===== config.mk =====
export PLATFORM = sky130hd
export DESIGN_NAME = astc_top
export DESIGN_NICKNAME = d
export VERILOG_FILES = /design/src/core/astc_pkg.sv /design/src/core/astc_edge.sv /design/src/core/astc_top.sv
export SDC_FILE = /design/constraint.sdc
export NUM_CORES = 1
export LEC_CHECK = 0
export BUFFER_PORTS_ARGS = -buffer_cell sky130_fd_sc_hd__buf_2
export CORE_ASPECT_RATIO = 1.75
export CORE_MARGIN = 10
export CORE_UTILIZATION = 52
export DETAILED_ROUTE_END_ITERATION = 12
export PLACE_DENSITY = 0.8
export REMOVE_ABC_BUFFERS = 1
export SKIP_CTS_REPAIR_TIMING = 1
export SYNTH_ARGS = -nofsm -noshare
export SYNTH_HDL_FRONTEND = slang
export SYNTH_SLANG_ARGS = --single-unit

===== constraint.sdc =====
create_clock -name I_CLK -period 2.9 [get_ports I_CLK]
set_input_delay 0.145 -clock I_CLK [delete_from_list [all_inputs] [get_ports I_CLK]]
set_output_delay 0.145 -clock I_CLK [all_outputs]
set_load 0.01 [all_outputs]

===== src/core/astc_pkg.sv =====
// constants, field layouts and carrier types of the sample trigger control
// assumes one 125 MHz clock and an AXI4-Lite master on the register side
package astc_pkg;

  localparam int          ADDR_W         = 8;
  localparam logic [7:0]  CTRL_ONE_OFF   = 8'h00;
  localparam logic [7:0]  CONFIG_OFF     = 8'h04;
  localparam logic [7:0]  STATUS_OFF     = 8'h08;

  localparam int          SRC_SEL_POS    = 5;
  localparam int          GROUP_POS      = 4;
  localparam int          SIMUL_POS      = 3;
  localparam int          AUTO_START_POS = 2;
  localparam int          SAMPLE_POS     = 1;
  localparam int          DONE_POS       = 0;
  localparam int          TWELVE_POS     = 2;
  localparam int          CONV_POS       = 6;
  localparam int          SEQ_POS        = 4;

  localparam logic [2:0]  SRC_SEL_RST    = 3'h0;
  localparam logic [1:0]  CHAN_CNT_RST   = 2'h0;
  localparam logic [1:0]  RESP_OKAY      = 2'h0;
  localparam logic [1:0]  RESP_SLVERR    = 2'h2;

  localparam int          CLK_PERIOD_PS  = 8000;
  localparam int          CONV_TIME_NS   = 1000;
  localparam int          AUTO_TRIG_NS   = 248;
  localparam int          CONV_CYCLES    =
    (CONV_TIME_NS * 1000 + CLK_PERIOD_PS - 1) / CLK_PERIOD_PS;
  localparam int          AUTO_TRIG_CYC  =
    (AUTO_TRIG_NS * 1000 + CLK_PERIOD_PS - 1) / CLK_PERIOD_PS;
  localparam int          TRIG_W         = 13;

  typedef struct packed {
    logic [2:0] pwm_gen_pri;
    logic [3:0] pattern_gen_out;
    logic       charge_time_unit;
    logic       pwm_sec_special;
    logic       pwm_pri_special;
    logic       timer_five;
    logic       timer_three;
    logic       ext_interrupt_pin_zero;
  } astc_trig_t;

  typedef struct packed {
    logic              awvalid;
    logic [ADDR_W-1:0] awaddr;
    logic              wvalid;
    logic [31:0]       wdata;
    logic [3:0]        wstrb;
    logic              bready;
    logic              arvalid;
    logic [ADDR_W-1:0] araddr;
    logic              rready;
  } astc_axi_req_t;

  typedef struct packed {
    logic        awready;
    logic        wready;
    logic        bvalid;
    logic [1:0]  bresp;
    logic        arready;
    logic        rvalid;
    logic [31:0] rdata;
    logic [1:0]  rresp;
  } astc_axi_rsp_t;

endpackage


===== src/core/astc_edge.sv =====
// rising edge detector for a vector of trigger levels
// assumes inputs synchronous to the clock
`timescale 1ns/1ps
module astc_edge #(
  parameter int W = 1
) (
  input  wire logic         i_clk,
  input  wire logic         i_reset,
  input  wire logic [W-1:0] i_level,
  output logic      [W-1:0] o_rise
);

  logic [W-1:0] prev;
  logic [W-1:0] next_prev;

  always_comb begin
    next_prev = i_level;
  end

  always_ff @(posedge i_clk) begin
    if (i_reset) begin
      prev <= '0;
    end else begin
      prev <= next_prev;
    end
  end

  assign o_rise = i_level & ~prev;

endmodule


===== src/core/astc_top.sv =====
// sample and conversion sequencing with AXI4-Lite control registers
// assumes trigger inputs synchronous to I_CLK; one write and one read in flight
//
// The register addresses and the AXI4-Lite slave port are this design's own decisions.
`timescale 1ns/1ps
module astc_top
  import astc_pkg::*;
(
  input  wire logic          I_CLK,
  input  wire logic          I_RESET,
  input  wire astc_axi_req_t I_AXI,
  output astc_axi_rsp_t      O_AXI,
  input  wire astc_trig_t    I_TRIG,
  output logic               O_SAMPLE_ACTIVE,
  output logic               O_CONV_START,
  output logic               O_CONVERTING,
  output logic               O_DONE,
  output logic [3:0]         O_SH_SAMPLE
);

  typedef struct packed {
    logic [2:0]        src_sel;
    logic              group;
    logic              simul;
    logic              auto_start;
    logic              sample;
    logic              done;
    logic [1:0]        chan_cnt;
    logic              twelve;
    logic              converting;
    logic [9:0]        conv_cnt;
    logic [7:0]        sample_cnt;
    logic [1:0]        seq_chan;
    logic              conv_start;
    logic [3:0]        sh_sample;
    logic              aw_full;
    logic [ADDR_W-1:0] aw_addr;
    logic              w_full;
    logic [31:0]       wdata;
    logic [3:0]        wstrb;
    astc_axi_rsp_t     rsp;
  } astc_state_t;

  astc_state_t        st;
  astc_state_t        next_st;
  logic [TRIG_W-1:0]  trig_rise;
  astc_trig_t         te;
  logic               sim_eff;
  logic [1:0]         chan_mask;
  logic [9:0]         conv_total;
  logic               sel_trig;
  logic               auto_done;

  astc_edge #(
    .W (TRIG_W)
  ) u_edge (
    .i_clk   (I_CLK),
    .i_reset (I_RESET),
    .i_level (I_TRIG),
    .o_rise  (trig_rise)
  );

  assign te = trig_rise;

  // simultaneous select only counts with two or four channels
  assign sim_eff = st.simul & ~st.twelve & (st.chan_cnt != 2'h0);

  // channel index mask: 1, 2 or 4 channels
  always_comb begin
    unique case (st.chan_cnt)
      2'h0:    chan_mask = 2'h0;
      2'h1:    chan_mask = 2'h1;
      default: chan_mask = 2'h3;
    endcase
  end

  // simultaneous converts every channel; sequence converts one per conversion
  always_comb begin
    conv_total = 10'(CONV_CYCLES);
    if (sim_eff) begin
      conv_total = 10'(CONV_CYCLES * (int'(chan_mask) + 1));
    end
  end

  assign auto_done = (st.sample_cnt == 8'(AUTO_TRIG_CYC - 1));

  // trigger that ends sampling and starts conversion
  always_comb begin
    sel_trig = 1'b0;
    if (st.group) begin
      unique case (st.src_sel)
        3'h7: sel_trig = 1'b0;
        3'h6: sel_trig = te.pattern_gen_out[3];
        3'h5: sel_trig = te.pattern_gen_out[2];
        3'h4: sel_trig = te.pattern_gen_out[1];
        3'h3: sel_trig = te.pattern_gen_out[0];
        3'h2: sel_trig = te.pwm_gen_pri[2];
        3'h1: sel_trig = te.pwm_gen_pri[1];
        3'h0: sel_trig = te.pwm_gen_pri[0];
      endcase
    end else begin
      unique case (st.src_sel)
        3'h7: sel_trig = auto_done;
        3'h6: sel_trig = te.charge_time_unit;
        3'h5: sel_trig = te.pwm_sec_special;
        3'h4: sel_trig = te.timer_five;
        3'h3: sel_trig = te.pwm_pri_special;
        3'h2: sel_trig = te.timer_three;
        3'h1: sel_trig = te.ext_interrupt_pin_zero;
        3'h0: sel_trig = 1'b0;
      endcase
    end
  end

  always_comb begin
    logic        wr_go;
    logic        hit;
    logic        manual;
    logic        sw_end;
    logic        done_clr;
    logic        start_conv;
    logic [31:0] rd;
    wr_go      = 1'b0;
    hit        = 1'b0;
    manual     = ~st.group & (st.src_sel == 3'h0);
    sw_end     = 1'b0;
    done_clr   = 1'b0;
    start_conv = 1'b0;
    rd         = 32'h0;
    next_st    = st;
    next_st.conv_start = 1'b0;

    // write channel: address and data taken in either order
    if (I_AXI.awvalid && st.rsp.awready) begin
      next_st.aw_full = 1'b1;
      next_st.aw_addr = I_AXI.awaddr;
    end
    if (I_AXI.wvalid && st.rsp.wready) begin
      next_st.w_full = 1'b1;
      next_st.wdata  = I_AXI.wdata;
      next_st.wstrb  = I_AXI.wstrb;
    end
    if (st.rsp.bvalid && I_AXI.bready) begin
      next_st.rsp.bvalid = 1'b0;
    end
    wr_go = next_st.aw_full & next_st.w_full & ~st.rsp.bvalid;

    if (wr_go) begin
      hit = 1'b1;
      unique case (next_st.aw_addr)
        CTRL_ONE_OFF: begin
          if (next_st.wstrb[0]) begin
            next_st.src_sel    = next_st.wdata[SRC_SEL_POS +: 3];
            next_st.group      = next_st.wdata[GROUP_POS];
            next_st.simul      = next_st.wdata[SIMUL_POS];
            next_st.auto_start = next_st.wdata[AUTO_START_POS];
            if (next_st.wdata[SAMPLE_POS]) begin
              if (!st.converting) begin
                next_st.sample = 1'b1;
              end
            end else if (st.sample && manual && !st.converting) begin
              sw_end = 1'b1;
            end
            if (!next_st.wdata[DONE_POS]) begin
              done_clr = 1'b1;
            end
          end
        end
        CONFIG_OFF: begin
          if (next_st.wstrb[0]) begin
            next_st.chan_cnt = next_st.wdata[1:0];
            next_st.twelve   = next_st.wdata[TWELVE_POS];
          end
        end
        STATUS_OFF: begin
          hit = 1'b1;
        end
        default: begin
          hit = 1'b0;
        end
      endcase
      next_st.aw_full    = 1'b0;
      next_st.w_full     = 1'b0;
      next_st.rsp.bvalid = 1'b1;
      next_st.rsp.bresp  = hit ? RESP_OKAY : RESP_SLVERR;
    end
    next_st.rsp.awready = ~next_st.aw_full & ~next_st.rsp.bvalid;
    next_st.rsp.wready  = ~next_st.w_full & ~next_st.rsp.bvalid;

    // read channel
    if (st.rsp.rvalid && I_AXI.rready) begin
      next_st.rsp.rvalid = 1'b0;
    end
    if (I_AXI.arvalid && st.rsp.arready) begin
      hit = 1'b1;
      unique case (I_AXI.araddr)
        CTRL_ONE_OFF: begin
          rd[SRC_SEL_POS +: 3] = st.src_sel;
          rd[GROUP_POS]        = st.group;
          rd[SIMUL_POS]        = st.simul & ~st.twelve;
          rd[AUTO_START_POS]   = st.auto_start;
          rd[SAMPLE_POS]       = st.sample;
          rd[DONE_POS]      = st.done;
        end
        CONFIG_OFF: begin
          rd[1:0]        = st.chan_cnt;
          rd[TWELVE_POS] = st.twelve;
        end
        STATUS_OFF: begin
          rd[3:0]            = st.sh_sample;
          rd[SEQ_POS +: 2]   = st.seq_chan;
          rd[CONV_POS]       = st.converting;
        end
        default: begin
          hit = 1'b0;
        end
      endcase
      next_st.rsp.rvalid = 1'b1;
      next_st.rsp.rdata  = rd;
      next_st.rsp.rresp  = hit ? RESP_OKAY : RESP_SLVERR;
    end
    next_st.rsp.arready = ~next_st.rsp.rvalid;

    // software clear first so a completion in the same cycle wins
    if (done_clr) begin
      next_st.done = 1'b0;
    end

    start_conv = sw_end | (st.sample & ~st.converting & sel_trig);
    if (start_conv) begin
      next_st.sample     = 1'b0;
      next_st.converting = 1'b1;
      next_st.conv_cnt   = 10'h0;
      next_st.done       = 1'b0;
      next_st.conv_start = 1'b1;
    end else if (st.converting) begin
      if (st.conv_cnt == conv_total - 10'h1) begin
        next_st.converting = 1'b0;
        next_st.done       = 1'b1;
        if (!sim_eff) begin
          next_st.seq_chan = (st.seq_chan + 2'h1) & chan_mask;
        end
      end else begin
        next_st.conv_cnt = st.conv_cnt + 10'h1;
      end
    end else if (next_st.auto_start && !next_st.sample) begin
      next_st.sample = 1'b1;
    end

    // internal sample timer runs only while sampling continues
    if (st.sample && next_st.sample && !auto_done) begin
      next_st.sample_cnt = st.sample_cnt + 8'h1;
    end else if (!next_st.sample) begin
      next_st.sample_cnt = 8'h0;
    end

    // sample-and-hold channels that track while sampling
    next_st.sh_sample = 4'h0;
    if (next_st.sample) begin
      if (sim_eff) begin
        next_st.sh_sample = (chan_mask == 2'h1) ? 4'h3 : 4'hf;
      end else begin
        next_st.sh_sample = 4'h1 << (next_st.seq_chan & chan_mask);
      end
    end
  end

  always_ff @(posedge I_CLK) begin
    if (I_RESET) begin
      st                 <= '0;
      st.src_sel         <= SRC_SEL_RST;
      st.chan_cnt        <= CHAN_CNT_RST;
      st.rsp.awready     <= 1'b1;
      st.rsp.wready      <= 1'b1;
      st.rsp.arready     <= 1'b1;
    end else begin
      st <= next_st;
    end
  end

  assign O_AXI           = st.rsp;
  assign O_SAMPLE_ACTIVE = st.sample;
  assign O_CONV_START    = st.conv_start;
  assign O_CONVERTING    = st.converting;
  assign O_DONE          = st.done;
  assign O_SH_SAMPLE     = st.sh_sample;

endmodule


## After elaboration in Yosys (flattened, before gate mapping)

Index checks and enable logic that the tools add are counted.
W data, S select, Z words.

| storage, ports and cells | value |
|---|---|
| register bits | 113 |
| input port bits | 72 |
| output and inout port bits | 49 |
| word-level logic and storage cells | 157 |

| cells by class | value |
|---|---|
| add/subtract/negate cells | 5 |
| multipliers | 1 |
| eq/ne operators | 16 |
| shifts and indexed selects | 1 |
| mux-type cells | 55 |
| bitwise gates (word level) | 24 |
| reduce and logical (&&, ||, !) cells | 25 |

Operator list:

| operator | number |
|---|---|
| $mux W37 | 1 |
| $mux W35 | 1 |
| $mux W1 | 28 |
| $mux W11 | 2 |
| $mux W10 | 2 |
| $mux W2 | 10 |
| $eq A8 B3 Y1 const B | 2 |
| $eq A8 B4 Y1 const B | 2 |
| $logic_not A8 Y1 | 2 |
| $mux W8 | 2 |
| $pmux W1 S8 | 2 |
| $and A13 B13 Y13 | 1 |
| $not A13 Y13 | 1 |
| $eq A3 B3 Y1 const B | 4 |
| $add A10 B1 Y10 const B | 1 |
| $eq A10 B10 Y1 | 1 |
| $logic_and A1 B1 Y1 | 10 |
| $mul A7 B3 Y10 const A | 1 |
| $not A1 Y1 | 10 |
| $sub A10 B1 Y10 const B | 1 |
| $and A1 B1 Y1 | 9 |
| $mux W9 | 1 |
| $pmux W3 S3 | 1 |
| $add A8 B1 Y8 const B | 1 |
| 22 further kinds | 31 |

## Longest topological paths before layout

Gate-level depths: netlist (run 1).

| depth | value |
|---|---|
| depth in word-level cells | 14 |
| mapped depth | 11 |
| mapped depth without buffers | 9 |

## Cells and area by module

From an unflattened synthesis (run 1), not the netlist that was laid out.

| second synthesis, totals | value |
|---|---|
| cells, all modules | 484 |
| area total of the unflattened synthesis | 4365.4 um^2 |

Modules (own cells, without submodules):

| module | instances | cells each | area an instance (um^2) | sequential area each (um^2) |
|---|---|---|---|---|
| astc_top | 1 | 444 | 3888.7 | 1421.4 |
| astc_edge | 1 | 40 | 476.7 | 260.2 |

## Least setup slack after synthesis (run 1)

Ideal clock, no wire load.

| path | value |
|---|---|
| path type | register to register |
| start | reg st[115] in the netlist's numbering |
| end | reg st (netlist bit O_SH_SAMPLE[3]) |
| setup time | 0.115 ns |
| data arrival time | 2.306 ns |
| required time | 2.785 ns |
| setup slack | 0.479 ns |
| stages on the path, launching flop included | 12 |
| buffers on the path | 2 |
| path through | dfxtp_1 -> buf_2 -> nor2_1 -> nor2_1 -> ha_1 -> xnor2_1 -> xnor2_1 -> nand3_1 -> or3_1 -> clkbuf_1 -> mux2i_1 -> a2111oi_0 |

| between the ends | value |
|---|---|
| longest elaborated chain between the ends | 13 |

Ends and longest elaborated chain:

| element | line | source |
|---|---|---|
| start, declared | astc_top.sv:44 | `astc_state_t st;` |
| start signal, assigned | astc_top.sv:277 | `st <= next_st;` |
| $eq A2 B1 Y1 / $logic_not A2 Y1 (equally long branches) | astc_top.sv:70 | `unique case (st.chan_cnt)` |
| $pmux W2 S2 | astc_top.sv:70 |  |
| $add A2 B1 Y3 | astc_top.sv:81 | `conv_total = 10'(CONV_CYCLES * (int'(chan_mask) + 1));` |
| $mul A7 B3 Y10 | astc_top.sv:81 |  |
| $mux W10 | astc_top.sv:80 | `if (sim_eff) begin` |
| $sub A10 B1 Y10 | astc_top.sv:237 | `if (st.conv_cnt == conv_total - 10'h1) begin` |
| $eq A10 B10 Y1 | astc_top.sv:237 |  |
| $mux W2 | astc_top.sv:237 |  |
| $mux W2 | astc_top.sv:236 | `end else if (st.converting) begin` |
| $mux W2 | astc_top.sv:230 | `if (start_conv) begin` |
| $and A2 B2 Y2 | astc_top.sv:263 | `next_st.sh_sample = 4'h1 << (next_st.seq_chan & chan_mask);` |
| $shl A1 B2 Y4 | astc_top.sv:263 |  |
| $mux W4 * | astc_top.sv:260 | `if (sim_eff) begin` |

Every way passes the cells marked *; elsewhere a longest branch is shown, timed or not.
A chain may end at the register's enable or synchronous reset.

## Worst setup path in the final report (run 1)

Ends and elaborated chain as after synthesis.

==> results of run 1 <==
[per-stage QoR]
| stage | setup WS, ns | utilization [%] | total power [µW] | hold slack [ns] | instance area [µm²] |
|---|---|---|---|---|---|
| after floorplan | 0.570 | - | 1470 | 0.214 | 3910 |
| after global placement | 0.299 | 55.7 | 1580 | 0.370 | 4440 |
| after detailed placement | 0.274 | 55.7 | 1600 | 0.380 | 4440 |
| after CTS | 0.242 | 60.1 | 2920 | 0.0281 | 4790 |
| after global routing | 0.0198 | 60.2 | 3010 | 0.0437 | 4790 |
| final | 0.283 | 60.2 | 2900 | 0.0387 | 4790 |
[Yosys cell counts (4+ instances only)]
cell type,n
nand3_1,12
o31ai_1,4
nand3b_1,4
inv_1,11
nor2b_1,24
a21oi_1,31
o21a_1,4
nand2_1,33
xor2_1,5
nor3_1,13
dfxtp_1,84
mux2i_1,15
nor2_1,42
buf_4,46
buf_2,4
and3_1,5
mux2_2,10
ha_1,5
clkbuf_1,12
a22oi_1,7
nand2b_1,4
a311oi_2,7
nor4_1,4
o21ai_0,12
[flip-flops by register name, summed over array words and instances, names as in the netlist]
signal and count:
st 48, O_AXI 15, u_edge.prev 13, O_SH_SAMPLE 4, O_CONVERTING 1, O_CONV_START 1
O_DONE 1, O_SAMPLE_ACTIVE 1
[where the power goes]
| group | internal [µW] | switching [µW] |
|---|---|---|
| logic | 134 | 193 |
| clock network | 887 | 443 |
| registers | 1210 | 33.7 |
| total | 2230 | 670 |
[worst reg2reg max path, stage by stage, from the launching register on]
cell and delay [ns]:
dfxtp_1 0.40, and4bb_1 0.36, inv_1 0.06, ha_1 0.18
xnor2_1 0.17, xnor2_1 0.15, nand3_1 0.19, or3_1 0.48
mux2i_1 0.16, a2111oi_0 0.36
[logic make-up (layout without fill, tap and decap cells)]
group,Yosys count,in the layout
flops,84,84
buf+inv,76,104
fa+ha+maj,5,5
xor+xnor,7,7
other cells,2,28
simple gates,170,170
mux,25,25
compound gates,96,96
[final timing paths]
kind	start	endpoint	slack, ns	depth (start not counted)
max	st[115]	O_SH_SAMPLE[3]	0.28	9
min	I_TRIG[12]	u_edge.prev[12]	0.04	2
max reg2reg	st[115]	O_SH_SAMPLE[3]	0.28	9
min reg2reg	st[82]	st[82]	0.46	2
[layout by cell type (no fill, tap or decap), types with 11 or more instances in the layout]
cell | netlist | routed
dfxtp_1 | 84 | 84
buf_2 | 4 | 67
nor2_1 | 42 | 41
nand2_1 | 33 | 33
a21oi_1 | 31 | 31
conb_1 | 2 | 28
nor2b_1 | 24 | 24
mux2i_1 | 15 | 15
nor3_1 | 13 | 13
nand3_1 | 12 | 12
o21ai_0 | 12 | 12
inv_1 | 11 | 11
[area by class of cell]
type | instances | share of cell area, %
Clock buffer | 12 | 5.35
Multi-Input combinational cell | 331 | 45.8
Inverter | 11 | 0.862
Sequential cell | 84 | 35.1
Tap cell | 90 | 2.35
Timing Repair Buffer | 77 | 8.57
Clock inverter | 4 | 1.98
[routing by layer]
layer	up-vias	wire, µm
met5	-	0
met4	0	377
met3	28	572
met2	104	5560
met1	1606	3660
li1	1677	-
==> results.json, run 1 <==
{
  "status": "finished clean",
  "firstDrtPassIters": 5,
  "critical_path.slowest_cell": "or3_1",
  "core_area_um2": 7960,
  "drive_gt1_share_pct": 23.9,
  "setup_tns_ns": 0,
  "n_antenna_cell": 0,
  "antenna_found_initial": 0,
  "cp-end-kind": "register",
  "use_met3_pct": 4.38,
  "path_delay_family": "simple AND/OR/NAND/NOR gates",
  "fin_crit_ns": 2.62,
  "yosysSeqAreaShare_pct": 39.7,
  "antenna_left": 0,
  "grt_use_met1_pct": 16.5,
  "n_fill_cell": 679,
  "syn_avg_cell_area_um2": 9.11,
  "yosys.area_share.simple_pct": 22.6,
  "synth_flop_cell": "dfxtp_1",
  "ir_worst_vdd_v": 0.000348,
  "synth_fa_ha_area_share_pct": 1.48,
  "area_growth_pct": 13.0,
  "die_h_um": 139,
  "initial_core_util_pct": 53.2,
  "synth_mux_area_share_pct": 6.20,
  "arrival_ns": 2.84,
  "static-leakage-power_uw": 0.00196,
  "drt-total-wl_um": 10200,
  "final-hold-violation-count": 0,
  "drt_iter0_drc": 190,
  "cts_made_buffers": 9,
  "final_nets": 591,
  "row_count": 43,
  "die_x_um": 88.2,
  "avgViaCountPerCell": 5.61,
  "slew_violations": 0,
  "grt_pass1_vias": 3519,
  "synthCells": 465,
  "setup_viol": 0,
  "vias": 3415,
  "synth_top_area_share_pct": 39.7,
  "path_class": "register to register",
  "max_stage_delay_ns": 0.48,
  "synthesis.area_um2": 4240,
  "critPathBufInv": 1,
  "min_path_type": "input port to register",
  "cts_tree": "done",
  "cap_viol_max_count": 0,
  "busiest_layer": "met2",
  "yosysTopAreaCell": "dfxtp_1",
  "dp_hpwl_um": 7670,
  "synth_top_family_by_area": "simple AND/OR/NAND/NOR gates",
  "synth_edf_count": 0,
  "p_per_area_nw_per_um2": 606,
  "synth-compound-area-share_pct": 17.5,
  "pin_count": 121,
  "cts.clk_slew.worst_paths_ns": 0.06,
  "gp_congestion": 0.839,
  "grt_max_degree": 58,
  "cts.sinks": 84,
  "clkLatencyLatePin_ns": 0.34,
  "grt_pass1_wl_um": 16500,
  "multi_input_area_um2": 2190,
  "path_max_fanout": 9,
  "htreeDepth": 3,
  "fin_worst_skew_ns": 0.00797,
  "placedCellCount": 593,
  "required_ns": 3.12,
  "port_buffers": 67,
  "tightest_slew_ns": 0.565,
  "crit_top_cell": "xnor2_1",
  "rsz0062_at_grt": "false",
  "fmaxAchievable_ghz": 0.382,
  "startpoint_type": "register",
  "yosys_warnings": 0,
  "synthXorXnorAreaFrac_pct": 1.45,
  "grt.met2_usage_pct": 29.9,
  "synth_async_sr_flop_share_pct": 0,
  "dieArea_um2": 12300,
  "grt_use_total_pct": 16.6,
  "ys_seq_elements": 84,
  "clock_path_buffers": 2,
  "overflow": 0,
  "regArea_um2": 1680,
  "drcViolationCount": 0,
  "yosys.cell_types.count": 69,
  "wl_per_cell_um": 16.7,
  "relSlewSlack_pct": 62.3,
  "path_cells": "and4bb_1, inv_1, ha_1, xnor2_1, xnor2_1, nand3_1, or3_1, mux2i_1, a2111oi_0",
  "finalCritPeriodShare_pct": 90.2,
  "fin_cells": 609,
  "cts_root_buf": "clkbuf_16",
  "synth_top_cells_by_area": "dfxtp_1, buf_4, nor2_1"
}
Power figures use the tool's default switching activity.
==> inputs of run 2 (changes only) <==
--- a/config.mk
+++ b/config.mk
@@ -7,7 +7,7 @@
 export LEC_CHECK = 0
 export BUFFER_PORTS_ARGS = -buffer_cell sky130_fd_sc_hd__buf_2
 export CORE_ASPECT_RATIO = 1.75
-export CORE_MARGIN = 10
+export CORE_MARGIN = 5
 export CORE_UTILIZATION = 52
 export DETAILED_ROUTE_END_ITERATION = 12
 export PLACE_DENSITY = 0.8
==> results.json, run 2 (synthesized netlist as in run 1, its figures left out) <==
{
  "dp_hpwl_um": 7220,
  "startpoint_type": "register",
  "antenna_found_initial": 0,
  "cts.clk_slew.worst_paths_ns": 0.06,
  "dieArea_um2": 10100,
  "p_per_area_nw_per_um2": 592,
  "die_x_um": 78.2,
  "clkLatencyLatePin_ns": 0.34,
  "setup_viol": 0,
  "core_area_um2": 7960,
  "path_class": "register to register",
  "n_fill_cell": 667,
  "path_max_fanout": 9,
  "firstDrtPassIters": 4,
  "cts_tree": "done",
  "vias": 3409,
  "power_uw": 2850,
  "fin_worst_skew_ns": 0.00692,
  "status": "finished clean",
  "cap_viol_max_count": 0,
  "grt_use_total_pct": 19.8,
  "wl_per_cell_um": 15.8,
  "final_nets": 594,
  "fmaxAchievable_ghz": 0.377,
  "drcViolationCount": 0,
  "cts_root_buf": "clkbuf_16",
  "area_growth_pct": 13.3,
  "layout.cells.most_common": "dfxtp_1",
  "gp_congestion": 0.820,
  "initial_core_util_pct": 53.2,
  "htreeDepth": 3,
  "largest_reg_flops": 48,
  "port_buffers": 67,
  "cts.sinks": 84,
  "row_count": 43,
  "pin_count": 121,
  "largest-register": "st",
  "post_dp_cell_area_um2": 4460,
  "overflow": 0,
  "cts_made_buffers": 9,
  "antenna_left": 0,
  "fin_crit_ns": 2.65,
  "slew_violations": 0,
  "regArea_um2": 1680,
  "drive_gt1_share_pct": 24.7,
  "setup_tns_ns": 0,
  "avgViaCountPerCell": 5.57,
  "finalCritPeriodShare_pct": 91.5,
  "drt-total-wl_um": 9670,
  "stdcell_area_um2": 4800,
  "drt_iter0_drc": 232,
  "relSlewSlack_pct": 61.5,
  "die_h_um": 129,
  "required_ns": 3.12,
  "final_cell_mix": "dfxtp_1, buf_2, nor2_1",
  "final-hold-violation-count": 0,
  "clock_path_buffers": 2,
  "tightest_slew_ns": 0.578,
  "static-leakage-power_uw": 0.00197,
  "ir_worst_vdd_v": 0.000335,
  "grt_max_degree": 58,
  "n_antenna_cell": 0,
  "cp-end-kind": "register",
  "multi_input_area_um2": 2200,
  "grt_pass1_vias": 3452,
  "min_path_type": "input port to register",
  "arrival_ns": 2.88,
  "rsz0062_at_grt": "false",
  "grt_pass1_wl_um": 15900
}
-- run 2: changes by cell type in the layout (fill, tap and decap cells not counted), sizes merged --
cell and delta:
bufinv -1, clkinv +1, buf +3
-- run 2: layout make-up --
cell class	instances	share of cell area [%]
clock buffers	12	5.55
clock inverters	4	1.46
multi-input cells	331	45.8
well taps	90	2.34
flip-flops and latches	84	35.0
repair buffers	80	9.01
inverters	11	0.860
-- run 2: per-layer routing --
metal  GRT usage, %  vias to the layer above  wire [µm]
met2           37.0                       90       5370
li1               -                     1685          -
met4           11.9                        0        325
met3           3.34                       23        399
met5              0                        -          0
met1           20.4                     1611       3570
-- run 2: worst paths after layout --
path | cells after the start | slack, ns | from | endpoint
worst min-delay path | 2 | 0.03 | I_TRIG[11] | u_edge.prev[11]
worst min register to register | 2 | 0.46 | st[79] | st[79]
worst max register to register | 9 | 0.25 | st[115] | O_SH_SAMPLE[3]
worst max-delay path | 9 | 0.25 | st[115] | O_SH_SAMPLE[3]
-- run 2: critical path, stage by stage, from the launching register on --
cell and delay (ns):
dfxtp_1 0.40, and4bb_1 0.36, inv_1 0.06, ha_1 0.20
xnor2_1 0.18, xnor2_1 0.14, nand3_1 0.20, or3_1 0.49
mux2i_1 0.15, a2111oi_0 0.36
-- run 2: power by group --
part | internal [µW] | total, µW | switching [µW] | leakage [µW]
Clock | 821 | 1260 | 443 | 0.000169
Sequential | 1210 | 1250 | 34.1 | 0.000685
Combinational | 140 | 334 | 194 | 0.00112
-- run 2: metrics by stage --
stage	worst slack [ns]	hold WS (ns)	cells	util (%)
floorplan	0.570	0.214	426	-
global placement	0.332	0.370	596	56.0
detailed placement	0.246	0.376	596	56.0
CTS	0.157	0.0262	612	60.2
global route	0.0812	0.0350	612	60.3
finish	0.246	0.0322	612	60.3
